==> config.mk <==
export PLATFORM = sky130hd
export DESIGN_NAME = rsb_status_bank
export DESIGN_NICKNAME = d
export VERILOG_FILES = /design/src/rsb_status_bank.v
export VERILOG_INCLUDE_DIRS = /design/src
export SDC_FILE = /design/constraint.sdc
export NUM_CORES = 1
export LEC_CHECK = 0
export ABC_AREA = 1
export BUFFER_PORTS_ARGS = -buffer_cell sky130_fd_sc_hd__buf_2
export CAP_MARGIN = 20
export CELL_PAD_IN_SITES_DETAIL_PLACEMENT = 0
export CELL_PAD_IN_SITES_GLOBAL_PLACEMENT = 1
export CORE_UTILIZATION = 43
export CTS_CLUSTER_SIZE = 20
export DETAILED_ROUTE_END_ITERATION = 10
export PLACE_DENSITY_LB_ADDON = 0.1
export SETUP_SLACK_MARGIN = 0.1
export SLEW_MARGIN = 25
export SYNTH_ARGS = -nofsm -noshare
export SYNTH_HDL_FRONTEND = slang
export SYNTH_SLANG_ARGS = --single-unit
==> constraint.sdc <==
create_clock -name clk -period 1.65 [get_ports clk]
set_input_delay 0.165 -clock clk [delete_from_list [all_inputs] [get_ports clk]]
set_output_delay 0.165 -clock clk [all_outputs]
set_load 0.02 [all_outputs]
==> src/rsb_consts.vh <==
/*
 header of constants for the radio status register bank: register
 addresses, field positions, reset values and identity codes.
 assumes it is included by bare name from the bank module.
*/
`ifndef RSB_CONSTS_VH
`define RSB_CONSTS_VH

// register addresses
`define RSB_ADDR_CTRL_FLAGS_HI   8'h8D
`define RSB_ADDR_CTRL_FLAGS_LO   8'h8E
`define RSB_ADDR_TX_LEVEL        8'h8F
`define RSB_ADDR_RX_LEVEL        8'h90
`define RSB_ADDR_RCO_HI          8'h94
`define RSB_ADDR_RCO_LO          8'h95
`define RSB_ADDR_SYN_AMP         8'h99
`define RSB_ADDR_SYN_FREQ        8'h9A
`define RSB_ADDR_TX_BOOK         8'h9C
`define RSB_ADDR_RX_BOOK         8'h9D
`define RSB_ADDR_FREQ_OFS        8'h9E
`define RSB_ADDR_PQ              8'h9F
`define RSB_ADDR_SQ_CS           8'hA0
`define RSB_ADDR_SS_SYNC         8'hA2
`define RSB_ADDR_LEN_HI          8'hA4
`define RSB_ADDR_LEN_LO          8'hA5
`define RSB_ADDR_CHK3            8'hA6
`define RSB_ADDR_CHK2            8'hA7
`define RSB_ADDR_CHK1            8'hA8
`define RSB_ADDR_CHK0            8'hA9
`define RSB_ADDR_SRC             8'hAA
`define RSB_ADDR_DST             8'hAB
`define RSB_ADDR_SS_RUN          8'hEF
`define RSB_ADDR_PART            8'hF0
`define RSB_ADDR_REV             8'hF1
`define RSB_ADDR_IRQ3            8'hFA
`define RSB_ADDR_IRQ2            8'hFB
`define RSB_ADDR_IRQ1            8'hFC
`define RSB_ADDR_IRQ0            8'hFD

// reset values
`define RSB_RST_CTRL_FLAGS_HI    8'h52
`define RSB_RST_CTRL_FLAGS_LO    8'h07
`define RSB_RST_RCO_HI           8'h70
`define RSB_RST_IRQ              32'h00090500
`define RSB_RST_ZERO             8'h00

// field positions
`define RSB_BIT_RX_EMPTY         1
`define RSB_BIT_CAL_ERROR        0
`define RSB_BIT_NACK             2

// identity codes: arbitrary neutral values
`define RSB_PART_CODE            8'h5A
`define RSB_REV_CODE             8'h01

`endif

==> src/rsb_status_bank.v <==
/*
 radio status register bank: registers status values produced by the
 modem, fifos and calibrators, and answers host reads by address.
 assumes producers run on clk and present level values; the serial
 host port decodes reads into rd_addr and write strobes, which are ignored.
*/
`timescale 1ns/1ps
`include "rsb_consts.vh"

// How it works
// - rx empty flag set when rx count zero
// - bit 0 reports rc calibration error
// - tx fifo byte count readable
// - rx fifo byte count readable
// - tx sequence number in bits 5:4
// - retransmission count in bits 3:0
// - received nack captured into bit 2
// - received sequence number in bits 1:0
// - preamble quality stored per packet
// - sync quality low, carrier sense bit 7
// - signal strength latched at sync detect
// - length high byte first, low next
// - four check bytes, byte three first
// - source address byte stored
// - destination address byte follows source
// - running signal strength updated every cycle
// - irq word most significant byte first
// - rc trim word in bits 7:4
// - amplitude result thermometer to binary
// - capbank result thermometer to binary

module rsb_status_bank #(
   parameter PART_CODE = `RSB_PART_CODE, // arbitrary value
   parameter REV_CODE  = `RSB_REV_CODE   // arbitrary value
) (
   input  wire        clk,
   input  wire        rst_b,
   input  wire [7:0]  rd_addr,                  // read address from serial port
   input  wire        wr_en,                    // host write strobe, ignored
   input  wire [7:0]  wr_data,                  // host write data, ignored
   input  wire [6:0]  controller_state,         // main controller state
   input  wire        crystal_osc_running,      // oscillator running
   input  wire        cal_error,                // rc calibrator error
   input  wire        antenna_select,           // current antenna
   input  wire        cal_ok,                   // rc calibration done
   input  wire [7:0]  transmit_queue_count,     // tx fifo fill
   input  wire [7:0]  receive_queue_count,      // rx fifo fill
   input  wire [3:0]  rc_trim_word_result,      // rc trim word
   input  wire [4:0]  rc_feedback_word_result,  // rc feedback word
   input  wire [14:0] synth_amplitude_therm,    // amplitude thermometer code
   input  wire [126:0] synth_capbank_therm,     // capbank thermometer code
   input  wire [1:0]  transmit_sequence_number, // current tx sequence
   input  wire [3:0]  retransmission_count,     // retries for last tx
   input  wire        tx_book_update,           // tx bookkeeping strobe
   input  wire        pkt_done,                 // received packet complete
   input  wire        received_negative_ack,    // nack of packet
   input  wire [1:0]  received_sequence_number, // sequence of packet
   input  wire [7:0]  frequency_offset_value,   // frequency correction
   input  wire [7:0]  preamble_quality,         // preamble quality
   input  wire [6:0]  sync_quality,             // sync quality
   input  wire        carrier_sense,            // carrier sense
   input  wire        sync_detected,            // sync detect complete pulse
   input  wire [7:0]  live_signal_strength,     // running strength
   input  wire [14:0] received_length,          // packet length
   input  wire [31:0] check_bytes,              // check bytes of packet
   input  wire [7:0]  source_address_byte,      // source address
   input  wire [7:0]  destination_address_byte, // destination address
   input  wire [31:0] irq_level,                // interrupt status word
   output reg  [7:0]  rd_data                   // registered read data
);

   // captured registers
   reg  [7:0]  flags_hi_reg;   // state flags high
   reg  [7:0]  flags_lo_reg;   // state flags low
   reg  [7:0]  tx_level_reg;   // tx count
   reg  [7:0]  rx_level_reg;   // rx count
   reg  [3:0]  rwt_reg;        // rc trim word
   reg  [4:0]  rfb_reg;        // rc feedback word
   reg  [3:0]  amp_reg;        // amplitude binary
   reg  [6:0]  freq_reg;       // capbank binary
   reg  [1:0]  txseq_reg;      // tx sequence
   reg  [3:0]  retx_reg;       // retries
   reg         nack_reg;       // received nack
   reg  [1:0]  rxseq_reg;      // received sequence
   reg  [7:0]  fofs_reg;       // frequency correction
   reg  [7:0]  pq_reg;         // preamble quality
   reg  [7:0]  sqcs_reg;       // sync quality and carrier
   reg  [7:0]  ss_sync_reg;    // latched strength
   reg  [7:0]  ss_run_reg;     // running strength
   reg  [14:0] len_reg;        // length
   reg  [31:0] chk_reg;        // check bytes
   reg  [7:0]  src_reg;        // source address
   reg  [7:0]  dst_reg;        // destination address
   reg  [31:0] irq_reg;        // interrupt word
   reg  [7:0]  rd_next;        // next read data

   // ones counted in each thermometer code; a part-select cannot be
   // taken straight off a function call, so the counts live on wires
   wire [7:0]  amp_ones;       // ones in the amplitude code
   wire [7:0]  cap_ones;       // ones in the capbank code

   // count ones of a thermometer code into binary
   function [7:0] therm_count;
      input [126:0] t;
      integer i;
      begin
         therm_count = 8'h00;
         for (i = 0; i < 127; i = i + 1) begin
            therm_count = therm_count + {7'h00, t[i]};
         end
      end
   endfunction

   // both codes counted once, read by the calibration process
   assign amp_ones = therm_count({112'h0, synth_amplitude_therm});
   assign cap_ones = therm_count(synth_capbank_therm);

   // controller flags and fifo levels follow every cycle
   always @(posedge clk or negedge rst_b) begin
      if (!rst_b) begin
         flags_hi_reg <= `RSB_RST_CTRL_FLAGS_HI;
         flags_lo_reg <= `RSB_RST_CTRL_FLAGS_LO;
         tx_level_reg <= `RSB_RST_ZERO;
         rx_level_reg <= `RSB_RST_ZERO;
         ss_run_reg   <= `RSB_RST_ZERO;
         fofs_reg     <= `RSB_RST_ZERO;
         irq_reg      <= `RSB_RST_IRQ;
      end else begin
         flags_hi_reg <= {3'h0, antenna_select, cal_ok, 1'b0,
                          (receive_queue_count == 8'h00),
                          cal_error};
         flags_lo_reg <= {controller_state, crystal_osc_running};
         tx_level_reg <= transmit_queue_count;
         rx_level_reg <= receive_queue_count;
         ss_run_reg   <= live_signal_strength;
         fofs_reg     <= frequency_offset_value;
         irq_reg      <= irq_level;
      end
   end

   // calibration results, amplitude and capbank converted to binary
   always @(posedge clk or negedge rst_b) begin
      if (!rst_b) begin
         rwt_reg  <= 4'h7;
         rfb_reg  <= 5'h00;
         amp_reg  <= 4'h0;
         freq_reg <= 7'h00;
      end else begin
         rwt_reg  <= rc_trim_word_result;
         rfb_reg  <= rc_feedback_word_result;
         // counts above the field maximum saturate
         amp_reg  <= (amp_ones > 8'h0F) ? 4'hF : amp_ones[3:0];
         freq_reg <= (cap_ones > 8'h7F) ? 7'h7F : cap_ones[6:0];
      end
   end

   // transmit bookkeeping taken on its strobe
   always @(posedge clk or negedge rst_b) begin
      if (!rst_b) begin
         txseq_reg <= 2'h0;
         retx_reg  <= 4'h0;
      end else if (tx_book_update) begin
         txseq_reg <= transmit_sequence_number;
         retx_reg  <= retransmission_count;
      end
   end

   // signal strength caught when sync detection completes
   always @(posedge clk or negedge rst_b) begin
      if (!rst_b) begin
         ss_sync_reg <= `RSB_RST_ZERO;
      end else if (sync_detected) begin
         ss_sync_reg <= live_signal_strength;
      end
   end

   // received packet fields caught at packet completion
   always @(posedge clk or negedge rst_b) begin
      if (!rst_b) begin
         nack_reg  <= 1'b0;
         rxseq_reg <= 2'h0;
         pq_reg    <= `RSB_RST_ZERO;
         sqcs_reg  <= `RSB_RST_ZERO;
         len_reg   <= 15'h0000;
         chk_reg   <= 32'h00000000;
         src_reg   <= `RSB_RST_ZERO;
         dst_reg   <= `RSB_RST_ZERO;
      end else if (pkt_done) begin
         nack_reg  <= received_negative_ack;
         rxseq_reg <= received_sequence_number;
         pq_reg    <= preamble_quality;
         sqcs_reg  <= {carrier_sense, sync_quality};
         len_reg   <= received_length;
         chk_reg   <= check_bytes;
         src_reg   <= source_address_byte;
         dst_reg   <= destination_address_byte;
      end
   end

   // read decode; writes have no path into any register
   always @* begin
      case (rd_addr)
         `RSB_ADDR_CTRL_FLAGS_HI : rd_next = flags_hi_reg;
         `RSB_ADDR_CTRL_FLAGS_LO : rd_next = flags_lo_reg;
         `RSB_ADDR_TX_LEVEL      : rd_next = tx_level_reg;
         `RSB_ADDR_RX_LEVEL      : rd_next = rx_level_reg;
         `RSB_ADDR_RCO_HI        : rd_next = {rwt_reg, rfb_reg[4:1]};
         `RSB_ADDR_RCO_LO        : rd_next = {rfb_reg[0], 7'h00};
         `RSB_ADDR_SYN_AMP       : rd_next = {4'h0, amp_reg};
         `RSB_ADDR_SYN_FREQ      : rd_next = {1'b0, freq_reg};
         `RSB_ADDR_TX_BOOK       : rd_next = {2'h0, txseq_reg, retx_reg};
         `RSB_ADDR_RX_BOOK       : rd_next = {5'h00, nack_reg, rxseq_reg};
         `RSB_ADDR_FREQ_OFS      : rd_next = fofs_reg;
         `RSB_ADDR_PQ            : rd_next = pq_reg;
         `RSB_ADDR_SQ_CS         : rd_next = sqcs_reg;
         `RSB_ADDR_SS_SYNC       : rd_next = ss_sync_reg;
         `RSB_ADDR_LEN_HI        : rd_next = {1'b0, len_reg[14:8]};
         `RSB_ADDR_LEN_LO        : rd_next = len_reg[7:0];
         `RSB_ADDR_CHK3          : rd_next = chk_reg[31:24];
         `RSB_ADDR_CHK2          : rd_next = chk_reg[23:16];
         `RSB_ADDR_CHK1          : rd_next = chk_reg[15:8];
         `RSB_ADDR_CHK0          : rd_next = chk_reg[7:0];
         `RSB_ADDR_SRC           : rd_next = src_reg;
         `RSB_ADDR_DST           : rd_next = dst_reg;
         `RSB_ADDR_SS_RUN        : rd_next = ss_run_reg;
         `RSB_ADDR_PART          : rd_next = PART_CODE;
         `RSB_ADDR_REV           : rd_next = REV_CODE;
         `RSB_ADDR_IRQ3          : rd_next = irq_reg[31:24];
         `RSB_ADDR_IRQ2          : rd_next = irq_reg[23:16];
         `RSB_ADDR_IRQ1          : rd_next = irq_reg[15:8];
         `RSB_ADDR_IRQ0          : rd_next = irq_reg[7:0];
         default                 : rd_next = 8'h00;
      endcase
   end

   // read data register
   always @(posedge clk or negedge rst_b) begin
      if (!rst_b) begin
         rd_data <= 8'h00;
      end else begin
         rd_data <= rd_next;
      end
   end

endmodule // rsb_status_bank

==> results.cfg, run 1 <==
[worst_hold_path]
min_path_cells = 2
hp-start = tx_book_update
hold_path.class = in -> reg
hold_end = retx_reg[0]

[grt]
grt_max_degree = 50
grt_use_met1_pct = 31.2
antenna_found_initial = 0
busiest_layer = met2
track_usage_pct = 25.1
grt_pass1_wl_um = 54900
grt_pass1_vias = 10700
met3_usage_pct = 3.83
grt_overflow_total = 0
grtUsageMet2_pct = 45.5

[detailed_routing]
first_pass_iters = 5
via_per_inst = 4.71
wl_um = 33900
vias = 9862
wire_per_inst_um = 16.2
drc = 0
ant_nets = 0
drt_iter0_drc = 446

[die]
rows = 60
die_height_um = 169
ioPinCount = 344
core_area_sq_um = 27100
initial_core_util_pct = 44.0
die_x_um = 169
die_area_sq_um = 28400

[placed_design]
placed_cells = 1878
dp.final_hpwl_um = 26000
dp_slack_ns = -5.16
place_area_sq_um = 14600
io_buffer_count = 334
gp_congestion = 0.809

[setup_path]
arrival_ns = 6.70
endpoint_kind = register
crit_fanout = 2
r2r_slack_ns = 0.35
r2r-start = irq_reg[2]
worstPathRequired_ns = 2.11
rr_endpoint = rd_data[2]
reg2reg_depth = 6
worst_setup_path_start_kind = primary input
worst-setup-path-type = in -> reg

[logic_synthesis]
syn_area_sq_um = 11900
synthCells = 1153
netlist-cell-type-count = 27
ys_seq_area_share_pct = 42.3
ys_ff_latch = 201
avgSynthCellArea_sq_um = 10.3
synth_warnings = 0
syn_nets = 1640

[pwr]
power_density_nw_per_um2 = 2520
power.total_mw = 43.3
leakage_nw = 8.89
ir_drop_mv = 3.98

[clocking]
cts-root-buf = clkbuf_16
cts_buffer_depth = 3
htree_levels = 1
cts_tree = done
path_clk_slew_ns = 0.06
numClockSinks = 201
insertion_delay_ns = 0.53
numCtsBuffers = 23

[layout]
layout.cells.non_filler = 2095
final_area_sq_um = 17200
final_core_util_pct = 63.4
fin_nets = 2195
syn2layout_area_growth_pct = 44.2
diodes = 0
drive_above_1_share_pct = 32.6

[sta]
slew_viol_final = 0
worst_slew_pin_slew_ns = 0.870
fin_skew_ns = 0.0264
holdWs_ns = 0.0183
relSlewSlack_pct = 41.8
hold_viol_final = 0
final-setup-viol-count = 11
fin_setup_tns_ns = -34.85
rsz0062_at_grt = yes
max_freq_ghz = 0.160
min_period_over_period_pct = 378
setup_slack_ns = -4.59
min_period_ns = 6.24

[run]
maxCapViolCount = 0

[run_status]
violations = negative setup slack
status = finished with violations
-- kinds of logic (layout without fill, tap and decap cells) --
kind of cell               after synthesis  after routing  synth area share [%]
buffers and inverters                  253            823                  8.37
xor gates and xnor gates                 3              3                 0.220
other                                    1              1                0.0314
adders and majority gates              151            151                  23.6
and+or+nand+nor                        436            436                  16.2
DFF                                    201            201                  42.3
AOI/OAI and AO/OA                       19             19                 0.839
muxes                                   89             89                  8.40
-- area by class of cell --
| cell class | instances | area [sq um] |
|---|---|---|
| Inverter | 212 | 803 |
| Tap cell | 372 | 465 |
| Fill cell | 2240 | 9910 |
| Multi-Input combinational cell | 699 | 5940 |
| Sequential cell | 201 | 5050 |
| Clock inverter | 5 | 90.1 |
| Timing Repair Buffer | 571 | 4170 |
| Clock buffer | 35 | 681 |
-- placed cells by master, fill, tap and decap left out, types with 5 or more instances in the layout --
master / count
dlygate4sd3_1: 175
nand3_1: 184
mux2_2: 89
clkbuf_1: 6
buf_2: 328
nand4_1: 9
o21ai_0: 10
inv_1: 203
nand2_1: 148
dfstp_2: 13
buf_6: 6
clkbuf_16: 23
buf_4: 42
nor2_2: 5
ha_1: 27
inv_2: 8
buf_12: 18
dfrtp_1: 188
nor2_1: 76
clkbuf_8: 7
fa_1: 120
-- what timing repair did --
action	4_1_cts	5_1_grt
endpoints found under the hold margin	371	0
setup endpoints to repair	11	11
resized for setup	14	8
pin swaps	2	2
buffers inserted	1	2
hold buffers	175	0
-- cell usage after synthesis --
| library cell | n | share of area, % |
|---|---|---|
| buf_4 | 4 | 0.25 |
| nor2_1 | 78 | 2.5 |
| ha_1 | 27 | 2.8 |
| nand4_1 | 9 | 0.47 |
| nand2_1 | 149 | 4.7 |
| clkbuf_1 | 10 | 0.31 |
| and2_1 | 2 | 0.10 |
| xor2_1 | 1 | 0.073 |
| inv_2 | 2 | 0.063 |
| dfstp_2 | 13 | 2.9 |
| o21ai_0 | 12 | 0.50 |
| dfrtp_1 | 188 | 39 |
| mux2_2 | 89 | 8.4 |
| inv_1 | 210 | 6.6 |
| a21oi_1 | 5 | 0.21 |
| buf_2 | 27 | 1.1 |
| conb_1 | 1 | 0.031 |
| xnor2_1 | 2 | 0.15 |
| fa_1 | 124 | 21 |
| o21a_1 | 1 | 0.063 |
| o21bai_1 | 1 | 0.063 |
| and3_1 | 1 | 0.052 |
| nor4_1 | 2 | 0.10 |
| or2_2 | 2 | 0.10 |
| nand3_1 | 186 | 7.8 |
| nor2_2 | 6 | 0.31 |
| nor3b_1 | 1 | 0.063 |
-- worst max-delay path, cell delays in order --
cell and delay [ns]:
buf_6 0.09, fa_1 0.55, inv_2 0.04, fa_1 0.51, inv_2 0.04, fa_1 0.49
inv_1 0.05, fa_1 0.48, inv_1 0.05, fa_1 0.47, inv_1 0.05, fa_1 0.51
fa_1 0.46, fa_1 0.55, fa_1 0.43, fa_1 0.46, fa_2 0.37, fa_2 0.36
o21ai_2 0.14, a21oi_1 0.09, or2_2 0.27, nand3_1 0.08
-- how the worst max path moves through the flow --
stage / endpoint / cells after the start / from / slack [ns]
after floorplan: freq_reg[6] / 21 / synth_capbank_therm[53] / -4.82
after global placement: freq_reg[6] / 22 / synth_capbank_therm[35] / -5.11
after detailed placement: freq_reg[6] / 22 / synth_capbank_therm[53] / -5.16
after CTS: freq_reg[6] / 22 / synth_capbank_therm[53] / -4.61
after global routing: freq_reg[6] / 22 / synth_capbank_therm[53] / -4.78
final: freq_reg[6] / 22 / synth_capbank_therm[53] / -4.59
-- metal layers --
metal	vias to the layer above	part of all wire, %
li1	4702	-
met1	4797	41
met2	309	51
met3	54	5.6
met4	0	2.3
met5	-	0
-- power breakdown --
group | switching, mW | internal (mW) | total [mW] | leakage (nW)
registers | 0.188 | 5.76 | 5.95 | 2.35
clock network | 2.02 | 3.16 | 5.17 | 0.380
logic | 15.5 | 16.7 | 32.2 | 6.16
total | 17.7 | 25.7 | 43.3 | 8.89
Note: power is estimated with default switching activity, not from simulation.
==> inputs of run 2 (changes only) <==
- CORE_ASPECT_RATIO: unset -> 1.4
==> run 2 against run 1 <==
Effect of this change:
- the flow still finishes with violations (negative setup slack)
- critical path depth stayed put
- non-clock buffer count stayed put
- hold slack worse by 0.0071 ns
- sequential power hardly changed
- flip-flop and latch count stayed put
- wire length is 2.0% higher
- global-route usage is 0.17 points lower
- power is 6.0% lower
- clock power is 6.2% lower
- critical path type unchanged
- largest cell class unchanged
==> results.cfg, run 2 (synthesis results as in run 1) <==
[pwr]
p_seq_share_pct = 14.6
power.total_mw = 40.7
leakage_nw = 8.83
power_density_nw_per_um2 = 2380
switching_share_pct = 41.0
pwr-share-comb_pct = 73.4
p_sw_mw = 16.7
power.internal_mw = 24.0
p_clk_share_pct = 11.9
ir_drop_mv = 4.39

[clocking]
cts_buffer_depth = 3
numClockSinks = 201
path_clk_slew_ns = 0.06
cts-root-buf = clkbuf_16
numCtsBuffers = 20
cts_tree = done
insertion_delay_ns = 0.49
htree_levels = 1

[detailed_routing]
drc = 0
first_pass_iters = 7
wire_per_inst_um = 16.5
vias = 9822
ant_nets = 0
via_per_inst = 4.70
wl_um = 34500
drt_iter0_drc = 279

[setup_path]
r2r_slack_ns = 0.35
cp-startpoint = synth_capbank_therm[57]
worst-setup-path-type = in -> reg
worstPathRequired_ns = 2.07
crit_fanout = 3
arrival_ns = 6.71
rr_endpoint = rd_data[5]
reg2reg_depth = 6
endpoint_kind = register
endpoint = freq_reg[6]
r2r-start = irq_reg[5]
worst_setup_path_start_kind = primary input

[layout]
final_core_util_pct = 63.1
layout_common_cells = buf_2, inv_1, dfrtp_1
final_common_cell = buf_2
layout.cells.non_filler = 2088
final_area_sq_um = 17100
syn2layout_area_growth_pct = 43.4
drive_above_1_share_pct = 32.6
fin_nets = 2192

[grt]
track_usage_pct = 24.9
grt_pass1_wl_um = 53300
grt_overflow_total = 0
grt_max_degree = 51
antenna_found_initial = 4
grt_pass1_vias = 10500

[sta]
rsz0062_at_grt = yes
relSlewSlack_pct = 43.2
fin_setup_tns_ns = -35.36
final-setup-viol-count = 11
worst_slew_pin_slew_ns = 0.849
slew_viol_final = 0
max_freq_ghz = 0.159
fin_skew_ns = 0.00932
min_period_ns = 6.29
hold_viol_final = 0
setup_slack_ns = -4.64
min_period_over_period_pct = 381
holdWs_ns = 0.0112

[die]
core_area_sq_um = 27100
initial_core_util_pct = 44.0
die_height_um = 199
ioPinCount = 344
die_area_sq_um = 28400
die_x_um = 143
rows = 71

[placed_design]
dp_slack_ns = -5.21
place_area_sq_um = 14600
gp_congestion = 0.814
placed_cells = 1874
io_buffer_count = 334
dp.final_hpwl_um = 26400

[run_status]
status = finished with violations
violations = negative setup slack

[worst_hold_path]
hold_path.class = in -> reg

[run]
maxCapViolCount = 0
run 2: area by class of cell:
cell class | instances | area [sq um]
Antenna cell | 4 | 10.0
Clock buffer | 30 | 589
Multi-Input combinational cell | 699 | 5930
Tap cell | 365 | 457
Inverter | 212 | 803
Fill cell | 2278 | 10000
Timing Repair Buffer | 571 | 4150
Clock inverter | 6 | 110
Sequential cell | 201 | 5050
run 2: routing by layer:
layer  share of wire, %  up-vias  track usage [%]
li1                   -     4693                -
met1                 37     4767             27.7
met2                 54      303             48.0
met3                5.4       59             3.42
met4                3.2        0             8.56
met5                  0        -                0
run 2: critical path, stage by stage:
cell	delay, ns
buf_6	0.09
fa_1	0.52
inv_1	0.05
fa_1	0.52
inv_2	0.04
fa_1	0.49
inv_1	0.05
fa_1	0.48
inv_1	0.05
fa_1	0.49
inv_2	0.04
fa_2	0.57
fa_1	0.44
fa_1	0.51
fa_1	0.43
fa_1	0.46
fa_2	0.36
fa_2	0.36
o21ai_2	0.14
a21oi_1	0.09
or2_2	0.27
nand3_1	0.08
run 2: how the worst min path moves through the flow:
stage	startpoint	to	slack (ns)	cells past startpoint
2_1_floorplan	rst_b	amp_reg[0]	-0.13	0
3_5_place_dp	rst_b	dst_reg[5]	0.12	1
5_1_grt	synth_amplitude_therm[2]	amp_reg[0]	0.01	2
3_3_place_gp	rst_b	dst_reg[5]	0.12	1
4_1_cts	synth_amplitude_therm[2]	amp_reg[0]	0.00006	2
6_report	synth_amplitude_therm[2]	amp_reg[0]	0.01	2
run 2: power by group through the flow:
| stage | registers (mW) | logic [mW] | clock network [mW] |
|---|---|---|---|
| after CTS | 5.95 | 29.4 | 4.96 |
| after floorplan | 6.01 | 20.1 | 0 |
| after global routing | 5.94 | 31.6 | 5.14 |
| after detailed placement | 6.03 | 29.5 | 0 |
| after global placement | 6.02 | 28.7 | 0 |
| final | 5.96 | 29.9 | 4.85 |
run 2: what timing repair did:
item | CTS | global route
hold buffers | 174 | 0
setup endpoints to repair | 11 | 14
pin swaps | 7 | 1
hold endpoints to repair | 350 | 0
resized for setup | 11 | 7
buffers inserted | 2 | 1
